**src/shared/iwu_pkg.sv**
```systemverilog
// Package with constants and types of the interrupt and watchdog unit
package iwu_pkg;

	// ==========================================================
	// Register byte offsets on the AXI4-Lite bus
	localparam logic [7:0] OFS_IRQ_FLAG = 8'h00;
	localparam logic [7:0] OFS_IRQ_ENABLE = 8'h04;
	localparam logic [7:0] OFS_POWER_CONTROL = 8'h08;
	localparam logic [7:0] OFS_STATUS = 8'h0C;
	localparam logic [7:0] OFS_PRESCALER = 8'h10;
	localparam logic [7:0] OFS_PORT_CONFIG = 8'h14;
	localparam logic [7:0] OFS_CORE_STATE = 8'h18;

	// ==========================================================
	// Field positions
	localparam int FLAG_COUNT = 7;
	localparam int BIT_TIMER0 = 0;
	localparam int BIT_PIN_CHANGE = 1;
	localparam int BIT_EXTERNAL = 2;
	localparam int BIT_TIMER1 = 3;
	localparam int BIT_LOW_VOLTAGE = 4;
	localparam int BIT_NV_WRITE = 5;
	localparam int BIT_WATCHDOG = 6;
	localparam int BIT_WATCHDOG_RUN = 7;
	localparam int BIT_TIMEOUT = 4;
	localparam int BIT_PS_TO_WDT = 3;
	localparam int POS_WAKE_ENABLE = 8;
	localparam int BIT_EXT_SELECT = 16;
	localparam int BIT_EXT_EDGE = 17;
	localparam int PIN_COUNT = 6;

	// ==========================================================
	// Values after reset
	localparam logic [6:0] RST_IRQ_ENABLE = 7'h00;
	localparam logic RST_WATCHDOG_RUN = 1'b1;
	localparam logic RST_TIMEOUT = 1'b1;
	localparam logic [3:0] RST_PRESCALER = 4'h0;
	localparam logic [17:0] RST_PORT_CONFIG = 18'h0003F;
	localparam logic [7:0] RST_SYNC = 8'h40;

	// ==========================================================
	// Watchdog base periods in microseconds, oscillator default
	localparam longint WDT_BASE_US_0 = 3500;
	localparam longint WDT_BASE_US_1 = 15000;
	localparam longint WDT_BASE_US_2 = 60000;
	localparam longint WDT_BASE_US_3 = 250000;
	localparam longint US_PER_S = 1000000;
	localparam int WDT_OSC_HZ_DEFAULT = 32768;
	localparam int WDT_CNT_W = 20;

	// ==========================================================
	// Vectors and bus answers
	localparam logic [10:0] SOFT_VECTOR = 11'h001;
	localparam logic [10:0] HW_VECTOR = 11'h008;
	localparam logic [1:0] RESP_OKAY = 2'h0;
	localparam logic [1:0] RESP_SLVERR = 2'h2;

	// Control instructions from the core, one-cycle pulses
	typedef struct packed {
		logic watchdog_clear_instruction;
		logic enable_irq_instruction;
		logic disable_irq_instruction;
		logic return_from_irq_instruction;
		logic soft_irq_instruction;
	} iwu_instr_t;

	// Configuration words, static while running
	typedef struct packed {
		logic wdt_present;
		logic wdt_irq_mode;
		logic [1:0] wdt_period_sel;
	} iwu_config_t;

	// Peripheral event sources
	typedef struct packed {
		logic [7:0] timer0_value;
		logic [9:0] timer1_value;
		logic nv_write_done;
	} iwu_events_t;

endpackage : iwu_pkg

```
**src/hdl/iwu_top.sv**
```systemverilog
// Interrupt controller and watchdog timer with AXI4-Lite registers
`timescale 1ns/10ps
// ==========================================================
module iwu_top #(
	parameter int WDT_OSC_HZ = iwu_pkg::WDT_OSC_HZ_DEFAULT,
	parameter int WDT_TICKS_0 = int'(iwu_pkg::WDT_BASE_US_0
		* WDT_OSC_HZ / iwu_pkg::US_PER_S),
	parameter int WDT_TICKS_1 = int'(iwu_pkg::WDT_BASE_US_1
		* WDT_OSC_HZ / iwu_pkg::US_PER_S),
	parameter int WDT_TICKS_2 = int'(iwu_pkg::WDT_BASE_US_2
		* WDT_OSC_HZ / iwu_pkg::US_PER_S),
	parameter int WDT_TICKS_3 = int'(iwu_pkg::WDT_BASE_US_3
		* WDT_OSC_HZ / iwu_pkg::US_PER_S)
) (
	input wire logic aclk,
	input wire logic aresetn,
	input wire logic [7:0] s_axi_awaddr,
	input wire logic s_axi_awvalid,
	output logic s_axi_awready,
	input wire logic [31:0] s_axi_wdata,
	input wire logic [3:0] s_axi_wstrb,
	input wire logic s_axi_wvalid,
	output logic s_axi_wready,
	output logic [1:0] s_axi_bresp,
	output logic s_axi_bvalid,
	input wire logic s_axi_bready,
	input wire logic [7:0] s_axi_araddr,
	input wire logic s_axi_arvalid,
	output logic s_axi_arready,
	output logic [31:0] s_axi_rdata,
	output logic [1:0] s_axi_rresp,
	output logic s_axi_rvalid,
	input wire logic s_axi_rready,
	input wire iwu_pkg::iwu_instr_t core_instr,
	input wire iwu_pkg::iwu_config_t config_word,
	input wire iwu_pkg::iwu_events_t periph_events,
	input wire logic [5:0] port_pin,
	input wire logic low_voltage_out,
	input wire logic wdt_osc,
	output logic redirect_valid,
	output logic [10:0] redirect_addr,
	output logic wdt_reset_req,
	output logic global_irq_enable
);

	// ==========================================================
	// Register state
	logic [6:0] irq_flag_reg;
	logic [6:0] irq_flag_next;
	logic [6:0] irq_enable_reg;
	logic watchdog_run_bit_reg;
	logic timeout_status_flag_reg;
	logic [3:0] prescaler_reg;
	logic [17:0] port_config_reg;
	logic global_irq_enable_reg;
	logic redirect_valid_reg;
	logic [10:0] redirect_addr_reg;
	logic wdt_reset_req_reg;

	// ==========================================================
	// Synchronisers: {osc, low voltage, pins}
	logic [7:0] sync1_reg;
	logic [7:0] sync2_reg;
	logic [7:0] sync_prev_reg;
	logic [7:0] tmr0_prev_reg;
	logic [9:0] tmr1_prev_reg;

	// Pins and oscillator arrive unsynchronised; two flops first
	always_ff @(posedge aclk) begin
		if (!aresetn) begin
			sync1_reg <= iwu_pkg::RST_SYNC;
			sync2_reg <= iwu_pkg::RST_SYNC;
			sync_prev_reg <= iwu_pkg::RST_SYNC;
		end else begin
			sync1_reg <= {wdt_osc, low_voltage_out, port_pin};
			sync2_reg <= sync1_reg;
			sync_prev_reg <= sync2_reg;
		end
	end

	// Previous timer values for wrap detection
	always_ff @(posedge aclk) begin
		if (!aresetn) begin
			tmr0_prev_reg <= 8'h00;
			tmr1_prev_reg <= 10'h000;
		end else begin
			tmr0_prev_reg <= periph_events.timer0_value;
			tmr1_prev_reg <= periph_events.timer1_value;
		end
	end

	// ==========================================================
	// Event detection
	wire [5:0] pins_now = sync2_reg[5:0];
	wire [5:0] pins_old = sync_prev_reg[5:0];
	wire [5:0] pin_dir_in = port_config_reg[5:0];
	wire [5:0] pin_wake_enable = port_config_reg[13:8];
	wire external_irq_select = port_config_reg[iwu_pkg::BIT_EXT_SELECT];
	wire external_edge_select = port_config_reg[iwu_pkg::BIT_EXT_EDGE];
	wire [5:0] pin_watch = pin_dir_in & pin_wake_enable
		& {5'h1F, ~external_irq_select};
	wire pin_change_evt = |((pins_now ^ pins_old) & pin_watch);
	wire pin0_rise = pins_now[0] & ~pins_old[0];
	wire pin0_fall = ~pins_now[0] & pins_old[0];
	wire ext_evt = external_irq_select
		& (external_edge_select ? pin0_rise : pin0_fall);
	wire lvd_evt = sync_prev_reg[6] & ~sync2_reg[6];
	wire osc_tick = sync2_reg[7] & ~sync_prev_reg[7];
	wire timer0_evt = (tmr0_prev_reg == 8'h00)
		& (periph_events.timer0_value == 8'hFF);
	wire timer1_evt = (tmr1_prev_reg == 10'h3FF)
		& (periph_events.timer1_value == 10'h000);
	wire nv_evt = periph_events.nv_write_done;

	// ==========================================================
	// Watchdog and shared prescaler
	logic [7:0] ps_cnt_reg;
	logic [iwu_pkg::WDT_CNT_W-1:0] wdt_cnt_reg;
	logic [iwu_pkg::WDT_CNT_W-1:0] wdt_last;
	wire [2:0] prescaler_ratio_select = prescaler_reg[2:0];
	wire prescaler_to_watchdog_bit =
		prescaler_reg[iwu_pkg::BIT_PS_TO_WDT];
	wire wdt_active = config_word.wdt_present & watchdog_run_bit_reg;
	wire clear_cmd = core_instr.watchdog_clear_instruction;
	// Interrupt mode divides one step further than reset mode
	wire [8:0] ps_div = config_word.wdt_irq_mode
		? (9'h002 << prescaler_ratio_select)
		: (9'h001 << prescaler_ratio_select);
	wire ps_hit = ({1'b0, ps_cnt_reg} == ps_div - 9'h001);
	wire wdt_step = wdt_active & osc_tick
		& (~prescaler_to_watchdog_bit | ps_hit);
	wire wdt_expire = wdt_step & ~clear_cmd
		& (wdt_cnt_reg == wdt_last);
	wire wdt_irq_evt = wdt_expire & config_word.wdt_irq_mode;

	// Base period chosen by configuration bits
	always_comb begin
		case (config_word.wdt_period_sel)
		2'h0: wdt_last = iwu_pkg::WDT_CNT_W'(WDT_TICKS_0 - 1);
		2'h1: wdt_last = iwu_pkg::WDT_CNT_W'(WDT_TICKS_1 - 1);
		2'h2: wdt_last = iwu_pkg::WDT_CNT_W'(WDT_TICKS_2 - 1);
		default: wdt_last = iwu_pkg::WDT_CNT_W'(WDT_TICKS_3 - 1);
		endcase
	end

	// Prescaler held at zero unless lent to the running watchdog
	always_ff @(posedge aclk) begin
		if (!aresetn) begin
			ps_cnt_reg <= 8'h00;
		end else if (!wdt_active || !prescaler_to_watchdog_bit
			|| clear_cmd) begin
			ps_cnt_reg <= 8'h00;
		end else if (osc_tick) begin
			ps_cnt_reg <= ps_hit ? 8'h00 : ps_cnt_reg + 8'h01;
		end
	end

	// Watchdog counter; clear instruction restarts it
	always_ff @(posedge aclk) begin
		if (!aresetn) begin
			wdt_cnt_reg <= '0;
		end else if (clear_cmd || !wdt_active || wdt_expire) begin
			wdt_cnt_reg <= '0;
		end else if (wdt_step) begin
			wdt_cnt_reg <= wdt_cnt_reg + 1'b1;
		end
	end

	// Timeout flag and chip reset request
	always_ff @(posedge aclk) begin
		if (!aresetn) begin
			timeout_status_flag_reg <= iwu_pkg::RST_TIMEOUT;
			wdt_reset_req_reg <= 1'b0;
		end else begin
			wdt_reset_req_reg <= wdt_expire
				& ~config_word.wdt_irq_mode;
			if (clear_cmd && prescaler_to_watchdog_bit) begin
				timeout_status_flag_reg <= 1'b1;
			end else if (wdt_expire) begin
				timeout_status_flag_reg <= 1'b0;
			end
		end
	end

	// ==========================================================
	// AXI4-Lite write path; address and data taken in any order
	logic aw_hold_reg;
	logic w_hold_reg;
	logic [7:0] waddr_reg;
	logic [31:0] wdata_reg;
	logic [3:0] wstrb_reg;
	logic bvalid_reg;
	logic [1:0] bresp_reg;
	wire aw_fire = s_axi_awvalid & s_axi_awready;
	wire w_fire = s_axi_wvalid & s_axi_wready;
	wire do_write = aw_hold_reg & w_hold_reg & ~bvalid_reg;
	wire [31:0] wmask = {{8{wstrb_reg[3]}}, {8{wstrb_reg[2]}},
		{8{wstrb_reg[1]}}, {8{wstrb_reg[0]}}};
	wire wr_flag = do_write & (waddr_reg == iwu_pkg::OFS_IRQ_FLAG);
	wire wr_enable = do_write & (waddr_reg == iwu_pkg::OFS_IRQ_ENABLE);
	wire wr_power = do_write
		& (waddr_reg == iwu_pkg::OFS_POWER_CONTROL);
	wire wr_presc = do_write & (waddr_reg == iwu_pkg::OFS_PRESCALER);
	wire wr_port = do_write & (waddr_reg == iwu_pkg::OFS_PORT_CONFIG);
	wire wr_known = wr_flag | wr_enable | wr_power | wr_presc | wr_port
		| (waddr_reg == iwu_pkg::OFS_STATUS)
		| (waddr_reg == iwu_pkg::OFS_CORE_STATE);
	wire [31:0] port_merged = ({14'h0000, port_config_reg} & ~wmask)
		| (wdata_reg & wmask);

	assign s_axi_awready = ~aw_hold_reg & ~bvalid_reg;
	assign s_axi_wready = ~w_hold_reg & ~bvalid_reg;

	// Capture address and data, answer once both are held
	always_ff @(posedge aclk) begin
		if (!aresetn) begin
			aw_hold_reg <= 1'b0;
			w_hold_reg <= 1'b0;
			waddr_reg <= 8'h00;
			wdata_reg <= 32'h00000000;
			wstrb_reg <= 4'h0;
			bvalid_reg <= 1'b0;
			bresp_reg <= iwu_pkg::RESP_OKAY;
		end else begin
			if (aw_fire) begin
				aw_hold_reg <= 1'b1;
				waddr_reg <= {s_axi_awaddr[7:2], 2'h0};
			end
			if (w_fire) begin
				w_hold_reg <= 1'b1;
				wdata_reg <= s_axi_wdata;
				wstrb_reg <= s_axi_wstrb;
			end
			if (do_write) begin
				aw_hold_reg <= 1'b0;
				w_hold_reg <= 1'b0;
				bvalid_reg <= 1'b1;
				bresp_reg <= wr_known ? iwu_pkg::RESP_OKAY
					: iwu_pkg::RESP_SLVERR;
			end else if (s_axi_bready) begin
				bvalid_reg <= 1'b0;
			end
		end
	end

	// Software-written control registers
	always_ff @(posedge aclk) begin
		if (!aresetn) begin
			irq_enable_reg <= iwu_pkg::RST_IRQ_ENABLE;
			watchdog_run_bit_reg <= iwu_pkg::RST_WATCHDOG_RUN;
			prescaler_reg <= iwu_pkg::RST_PRESCALER;
			port_config_reg <= iwu_pkg::RST_PORT_CONFIG;
		end else begin
			if (wr_enable && wstrb_reg[0]) begin
				irq_enable_reg <= wdata_reg[6:0];
			end
			if (wr_power && wstrb_reg[0]) begin
				watchdog_run_bit_reg <=
					wdata_reg[iwu_pkg::BIT_WATCHDOG_RUN];
			end
			if (wr_presc && wstrb_reg[0]) begin
				prescaler_reg <= wdata_reg[3:0];
			end
			if (wr_port) begin
				port_config_reg <= port_merged[17:0];
			end
		end
	end

	// ==========================================================
	// Interrupt flags, one per source
	wire [6:0] hw_event = {wdt_irq_evt, nv_evt, lvd_evt, timer1_evt,
		ext_evt, pin_change_evt, timer0_evt};

	genvar gi;
	generate
		for (gi = 0; gi < iwu_pkg::FLAG_COUNT; gi++) begin : g_flag
			// Writing 0 clears; an event in the same cycle wins
			assign irq_flag_next[gi] = hw_event[gi]
				| (irq_flag_reg[gi] & ~(wr_flag & wstrb_reg[0]
				& ~wdata_reg[gi]));
		end
	endgenerate

	// Flags cleared only by reset or through the flag register
	always_ff @(posedge aclk) begin
		if (!aresetn) begin
			irq_flag_reg <= 7'h00;
		end else begin
			irq_flag_reg <= irq_flag_next;
		end
	end

	// ==========================================================
	// Global enable and vector redirection
	wire [6:0] irq_visible = irq_flag_reg & irq_enable_reg;
	wire irq_pending = |irq_visible;
	wire soft_take = core_instr.soft_irq_instruction;
	wire hw_take = global_irq_enable_reg & irq_pending
		& ~soft_take;

	// Software interrupt ignores the enable; taking any clears it
	always_ff @(posedge aclk) begin
		if (!aresetn) begin
			global_irq_enable_reg <= 1'b0;
			redirect_valid_reg <= 1'b0;
			redirect_addr_reg <= 11'h000;
		end else begin
			redirect_valid_reg <= soft_take | hw_take;
			if (soft_take) begin
				redirect_addr_reg <= iwu_pkg::SOFT_VECTOR;
			end else if (hw_take) begin
				redirect_addr_reg <= iwu_pkg::HW_VECTOR;
			end
			if (soft_take || hw_take) begin
				global_irq_enable_reg <= 1'b0;
			end else if (core_instr.return_from_irq_instruction) begin
				global_irq_enable_reg <= 1'b1;
			end else if (core_instr.enable_irq_instruction) begin
				global_irq_enable_reg <= 1'b1;
			end else if (core_instr.disable_irq_instruction) begin
				global_irq_enable_reg <= 1'b0;
			end
		end
	end

	// ==========================================================
	// AXI4-Lite read path; one read in flight
	logic rvalid_reg;
	logic [31:0] rdata_reg;
	logic [1:0] rresp_reg;
	logic [31:0] rd_mux;
	logic rd_known;
	wire [7:0] raddr = {s_axi_araddr[7:2], 2'h0};
	wire ar_fire = s_axi_arvalid & s_axi_arready;

	assign s_axi_arready = ~rvalid_reg;

	// Read selection; reserved bits read as zero
	always_comb begin
		rd_known = 1'b1;
		case (raddr)
		iwu_pkg::OFS_IRQ_FLAG: rd_mux = {25'h0, irq_visible};
		iwu_pkg::OFS_IRQ_ENABLE: rd_mux = {25'h0, irq_enable_reg};
		iwu_pkg::OFS_POWER_CONTROL:
			rd_mux = {24'h0, watchdog_run_bit_reg, 7'h00};
		iwu_pkg::OFS_STATUS:
			rd_mux = {27'h0, timeout_status_flag_reg, 4'h0};
		iwu_pkg::OFS_PRESCALER: rd_mux = {28'h0, prescaler_reg};
		iwu_pkg::OFS_PORT_CONFIG: rd_mux = {14'h0, port_config_reg};
		iwu_pkg::OFS_CORE_STATE:
			rd_mux = {30'h0, irq_pending, global_irq_enable_reg};
		default: begin
			rd_mux = 32'h00000000;
			rd_known = 1'b0;
		end
		endcase
	end

	// Read data held until the master takes it
	always_ff @(posedge aclk) begin
		if (!aresetn) begin
			rvalid_reg <= 1'b0;
			rdata_reg <= 32'h00000000;
			rresp_reg <= iwu_pkg::RESP_OKAY;
		end else if (ar_fire) begin
			rvalid_reg <= 1'b1;
			rdata_reg <= rd_mux;
			rresp_reg <= rd_known ? iwu_pkg::RESP_OKAY
				: iwu_pkg::RESP_SLVERR;
		end else if (s_axi_rready) begin
			rvalid_reg <= 1'b0;
		end
	end

	// ==========================================================
	// Outputs
	assign s_axi_bvalid = bvalid_reg;
	assign s_axi_bresp = bresp_reg;
	assign s_axi_rvalid = rvalid_reg;
	assign s_axi_rdata = rdata_reg;
	assign s_axi_rresp = rresp_reg;
	assign redirect_valid = redirect_valid_reg;
	assign redirect_addr = redirect_addr_reg;
	assign wdt_reset_req = wdt_reset_req_reg;
	assign global_irq_enable = global_irq_enable_reg;

endmodule : iwu_top

```
**config.mk**
```make
export PLATFORM = sky130hd
export DESIGN_NAME = iwu_top
export DESIGN_NICKNAME = d
export VERILOG_FILES = /design/src/shared/iwu_pkg.sv /design/src/hdl/iwu_top.sv
export SDC_FILE = /design/constraint.sdc
export NUM_CORES = 1
export LEC_CHECK = 0
export ABC_AREA = 1
export ABC_CLOCK_PERIOD_IN_PS = 3200
export BUFFER_PORTS_ARGS = -buffer_cell sky130_fd_sc_hd__clkbuf_2
export CORE_ASPECT_RATIO = 0.75
export CORE_UTILIZATION = 55
export CTS_BUF_LIST = sky130_fd_sc_hd__clkbuf_8 sky130_fd_sc_hd__clkbuf_16
export CTS_CLUSTER_SIZE = 8
export DETAILED_ROUTE_END_ITERATION = 10
export PLACE_DENSITY = 0.84
export SYNTH_ARGS = -nofsm -noshare
export SYNTH_HDL_FRONTEND = slang
export SYNTH_SLANG_ARGS = --single-unit
export TNS_END_PERCENT = 100
```
**constraint.sdc**
```tcl
create_clock -name aclk -period 3.2 [get_ports aclk]
set_clock_uncertainty 0.05 [all_clocks]
set_input_delay 0.32 -clock aclk [delete_from_list [all_inputs] [get_ports aclk]]
set_output_delay 0.32 -clock aclk [all_outputs]
set_load 0.005 [all_outputs]
```
==> impl_metrics.csv <==
group,metric,value,unit
critical_path,cp.required,3.45,ns
timing,hold_viol_final,0,
clock_tree,insertion_delay,0.43,ns
place,placed_cells,1258,
synthesis,yosysWarnings,0,
critical_path,cp_cell_sequence,"inv_1 > ha_1 > nand3_1 > ha_1 > xor2_1 > nand3_1 > nor2_1 > nand3_1 > nor2_2 > nand2_2 > nand2_4 > nand3_2 > nand2_2 > a21oi_1",
die,io_pins,150,
detailed_routing,routed_wl,18200,um
critical_path,path_common_cell,"nand3_1",
die,rows,36,
die,dieArea,0.0141,sq mm
timing,tightest_slew,0.900,ns
synthesis,yosysTopAreaCell,"dfxtp_1",
power,max-vdd-ir-drop,0.000406,V
global_route,overflow,0,
critical_path,critPathMaxStageDelay,0.39,ns
finish,mostFrequentLayoutCells,"199 x nand2_1, 164 x dfxtp_1, 125 x inv_1",
critical_path,startpoint,"prescaler_reg[0]$_SDFFE_PN0P_",
synthesis,netlist_top_cells_area,"dfxtp_1 44%, nand2_1 10%, inv_1 6.3%",
finish,drive_above_1_share,15.8,%
die,core_area,0.0132,sq mm
flow_run,cap_violations,0,
die,initial_core_util,57.0,%
synthesis,seq_area_frac_synth,43.8,%
timing,finalSetupTns,0,ns
clock_tree,h-tree-depth,4,
critical_path,crit_buf_inv,1,
timing,rsz0062_at_grt,"no",
power,p_leak,3.90,nW
hold_path,hp-class,"in2reg",
critical_path,worstRegToRegCells,14,
finish,area_growth,15.3,%
finish,layout_commonest_cell,"nand2_1",
power,pwr_density_cell,534,mW/mm^2
timing,min_period,2.91,ns
finish,stdcell_area,0.00864,sq mm
synthesis,netlist_instances,1010,
detailed_routing,dr_total_vias,6974,
clock_tree,clkSinkCount,164,
clock_tree,cts_resized,0,
clock_tree,clk_pin_slew,0.07,ns
place,port_buffers,105,
timing,timing.fmax,343,MHz
synthesis,synth_area,0.00750,sq mm
critical_path,worst-path-max-fanout,20,
critical_path,cp-start-kind,"flip-flop",
critical_path,endpoint_kind,"flip-flop",
detailed_routing,initialDrtViolationCount,583,
critical_path,cp_top_family,"simple AND/OR/NAND/NOR gates",
die,die_h,103,um
finish,fin_cells,1290,
global_route,antenna_found_initial,0,
clock_tree,cts_setup_buffers,0,
clock_tree,cts_hold_buffers,0,
critical_path,crit_cells,14,
global_route,grt_pass1_wl,28800,um
detailed_routing,firstDrtPassIters,9,
clock_tree,cts_buffer_depth,2,
clock_tree,cts_tree,"yes",
place,dpl_cell_area,0.00801,sq mm
detailed_routing,drc,0,
global_route,track_usage,26.3,%
timing,min_period_over_period,91.1,%
detailed_routing,wire_per_inst,14.1,um
critical_path,worstSetupPathType,"reg2reg",
global_route,grt_max_degree,95,
timing,slew_headroom,39.9,%
run_status,status,"finished, final reports clean",
clock_tree,cts_root_buffer,"clkbuf_16",
synthesis,syn_avg_cell_area,7.42,sq um
clock_tree,cts_buffers,17,
synthesis,yosysTopAreaCellShare,43.8,%
critical_path,rrSetupSlack,0.29,ns
place,gp_congestion,0.969,
detailed_routing,post_drt_via_cell_ratio,5.41,
critical_path,timing.rr.start,"prescaler_reg[0]$_SDFFE_PN0P_",
timing,setup_viol,0,
detailed_routing,ant_nets,0,
critical_path,reg2reg_to,"wdt_cnt_reg[14]$_SDFFE_PP0P_",
critical_path,arrival,3.16,ns
die,die_w,137,um
synthesis,ys_seq_elements,164,
finish,num_antenna_cells,0,
critical_path,crit_end,"wdt_cnt_reg[14]$_SDFFE_PP0P_",
synthesis,ys_types,48,
finish,fin_nets,1212,
place,dp_hpwl,12600,um
global_route,grt_pass1_vias,6111,
timing,slew_violations,0,
critical_path,slowest_stage,"dfxtp_1",
[worst min-delay path, stage by stage]
cell and delay (ns):
clkbuf_2 0.07, nand2_1 0.04, inv_1 0.04
[layout make-up]
cell class / instances / area, sq um
timing repair buffer: 115 / 601
clock buffer: 18 / 439
clock inverter: 14 / 186
fill: 1077 / 4510
inverter: 129 / 489
multi-input combinational: 679 / 3430
sequential: 164 / 3280
tap: 171 / 214
[power breakdown]
group	switching, mW	internal (mW)	leakage (nW)
clock	0.910	1.21	0.303
sequential	0.0474	2.12	1.34
combinational	0.208	0.115	2.26
total	1.17	3.44	3.90
[Yosys cell counts (all sizes together)]
library cell,count
a211oi,13
a21boi,1
a21oi,79
a22o,3
a22oi,5
a31oi,1
a32oi,4
a41oi,1
buf,38
clkbuf,24
clkinv,1
conb,1
dfxtp,164
ha,11
inv,128
nand2,209
nand3,70
nand3b,1
nand4,21
nor2,98
nor3,18
nor3b,1
nor4,12
o2111a,1
o2111ai,1
o211ai,8
o21a,1
o21ai,59
o21bai,1
o221ai,2
o22a,1
o31ai,1
or2,7
xnor2,6
xor2,18
[cell families (layout without fill, tap and decap cells)]
logic type / Yosys count / count (layout) / synth area share (%)
other: 1 / 25 / 0.0500
XOR/XNOR: 24 / 24 / 2.80
AND/OR/NAND/NOR: 437 / 437 / 25.8
adder cells (fa/ha/maj): 11 / 11 / 1.84
AO/OA/AOI/OAI: 182 / 182 / 14.1
buffers and inverters: 191 / 276 / 11.7
flip-flops: 164 / 164 / 43.8
[per-stage QoR]
step | hold slack (ns) | power, mW | util (%) | setup WS [ns]
final | 0.0188 | 4.61 | 65.7 | 0.286
after CTS | 0.0142 | 4.63 | 65.7 | 0.308
after floorplan | 0.340 | 2.42 | - | 0.886
after global routing | 0.0289 | 4.77 | 65.7 | 0.0156
after global placement | 0.348 | 2.51 | 60.9 | 0.345
after detailed placement | 0.351 | 2.52 | 60.9 | 0.231
[routing by layer]
metal	vias to the layer above	wire length, um	track usage (%)
met5	-	0	0
met4	0	417	10.6
met3	49	1680	6.39
met2	318	8310	42.5
met1	3154	7800	34.0
li1	3453	-	-
[how the worst min path moves through the flow]
stage / from / end / cells after the start
5_1_grt: port_pin[3] / sync1_reg[3]$_SDFF_PN0_ / 3
3_3_place_gp: sync1_reg[3]$_SDFF_PN0_ / sync2_reg[3]$_SDFF_PN0_ / 2
2_1_floorplan: sync1_reg[0]$_SDFF_PN0_ / sync2_reg[0]$_SDFF_PN0_ / 2
4_1_cts: port_pin[1] / sync1_reg[1]$_SDFF_PN0_ / 3
6_report: port_pin[1] / sync1_reg[1]$_SDFF_PN0_ / 3
3_5_place_dp: sync1_reg[5]$_SDFF_PN0_ / sync2_reg[5]$_SDFF_PN0_ / 2
Note: power is estimated with default switching activity, not from simulation.
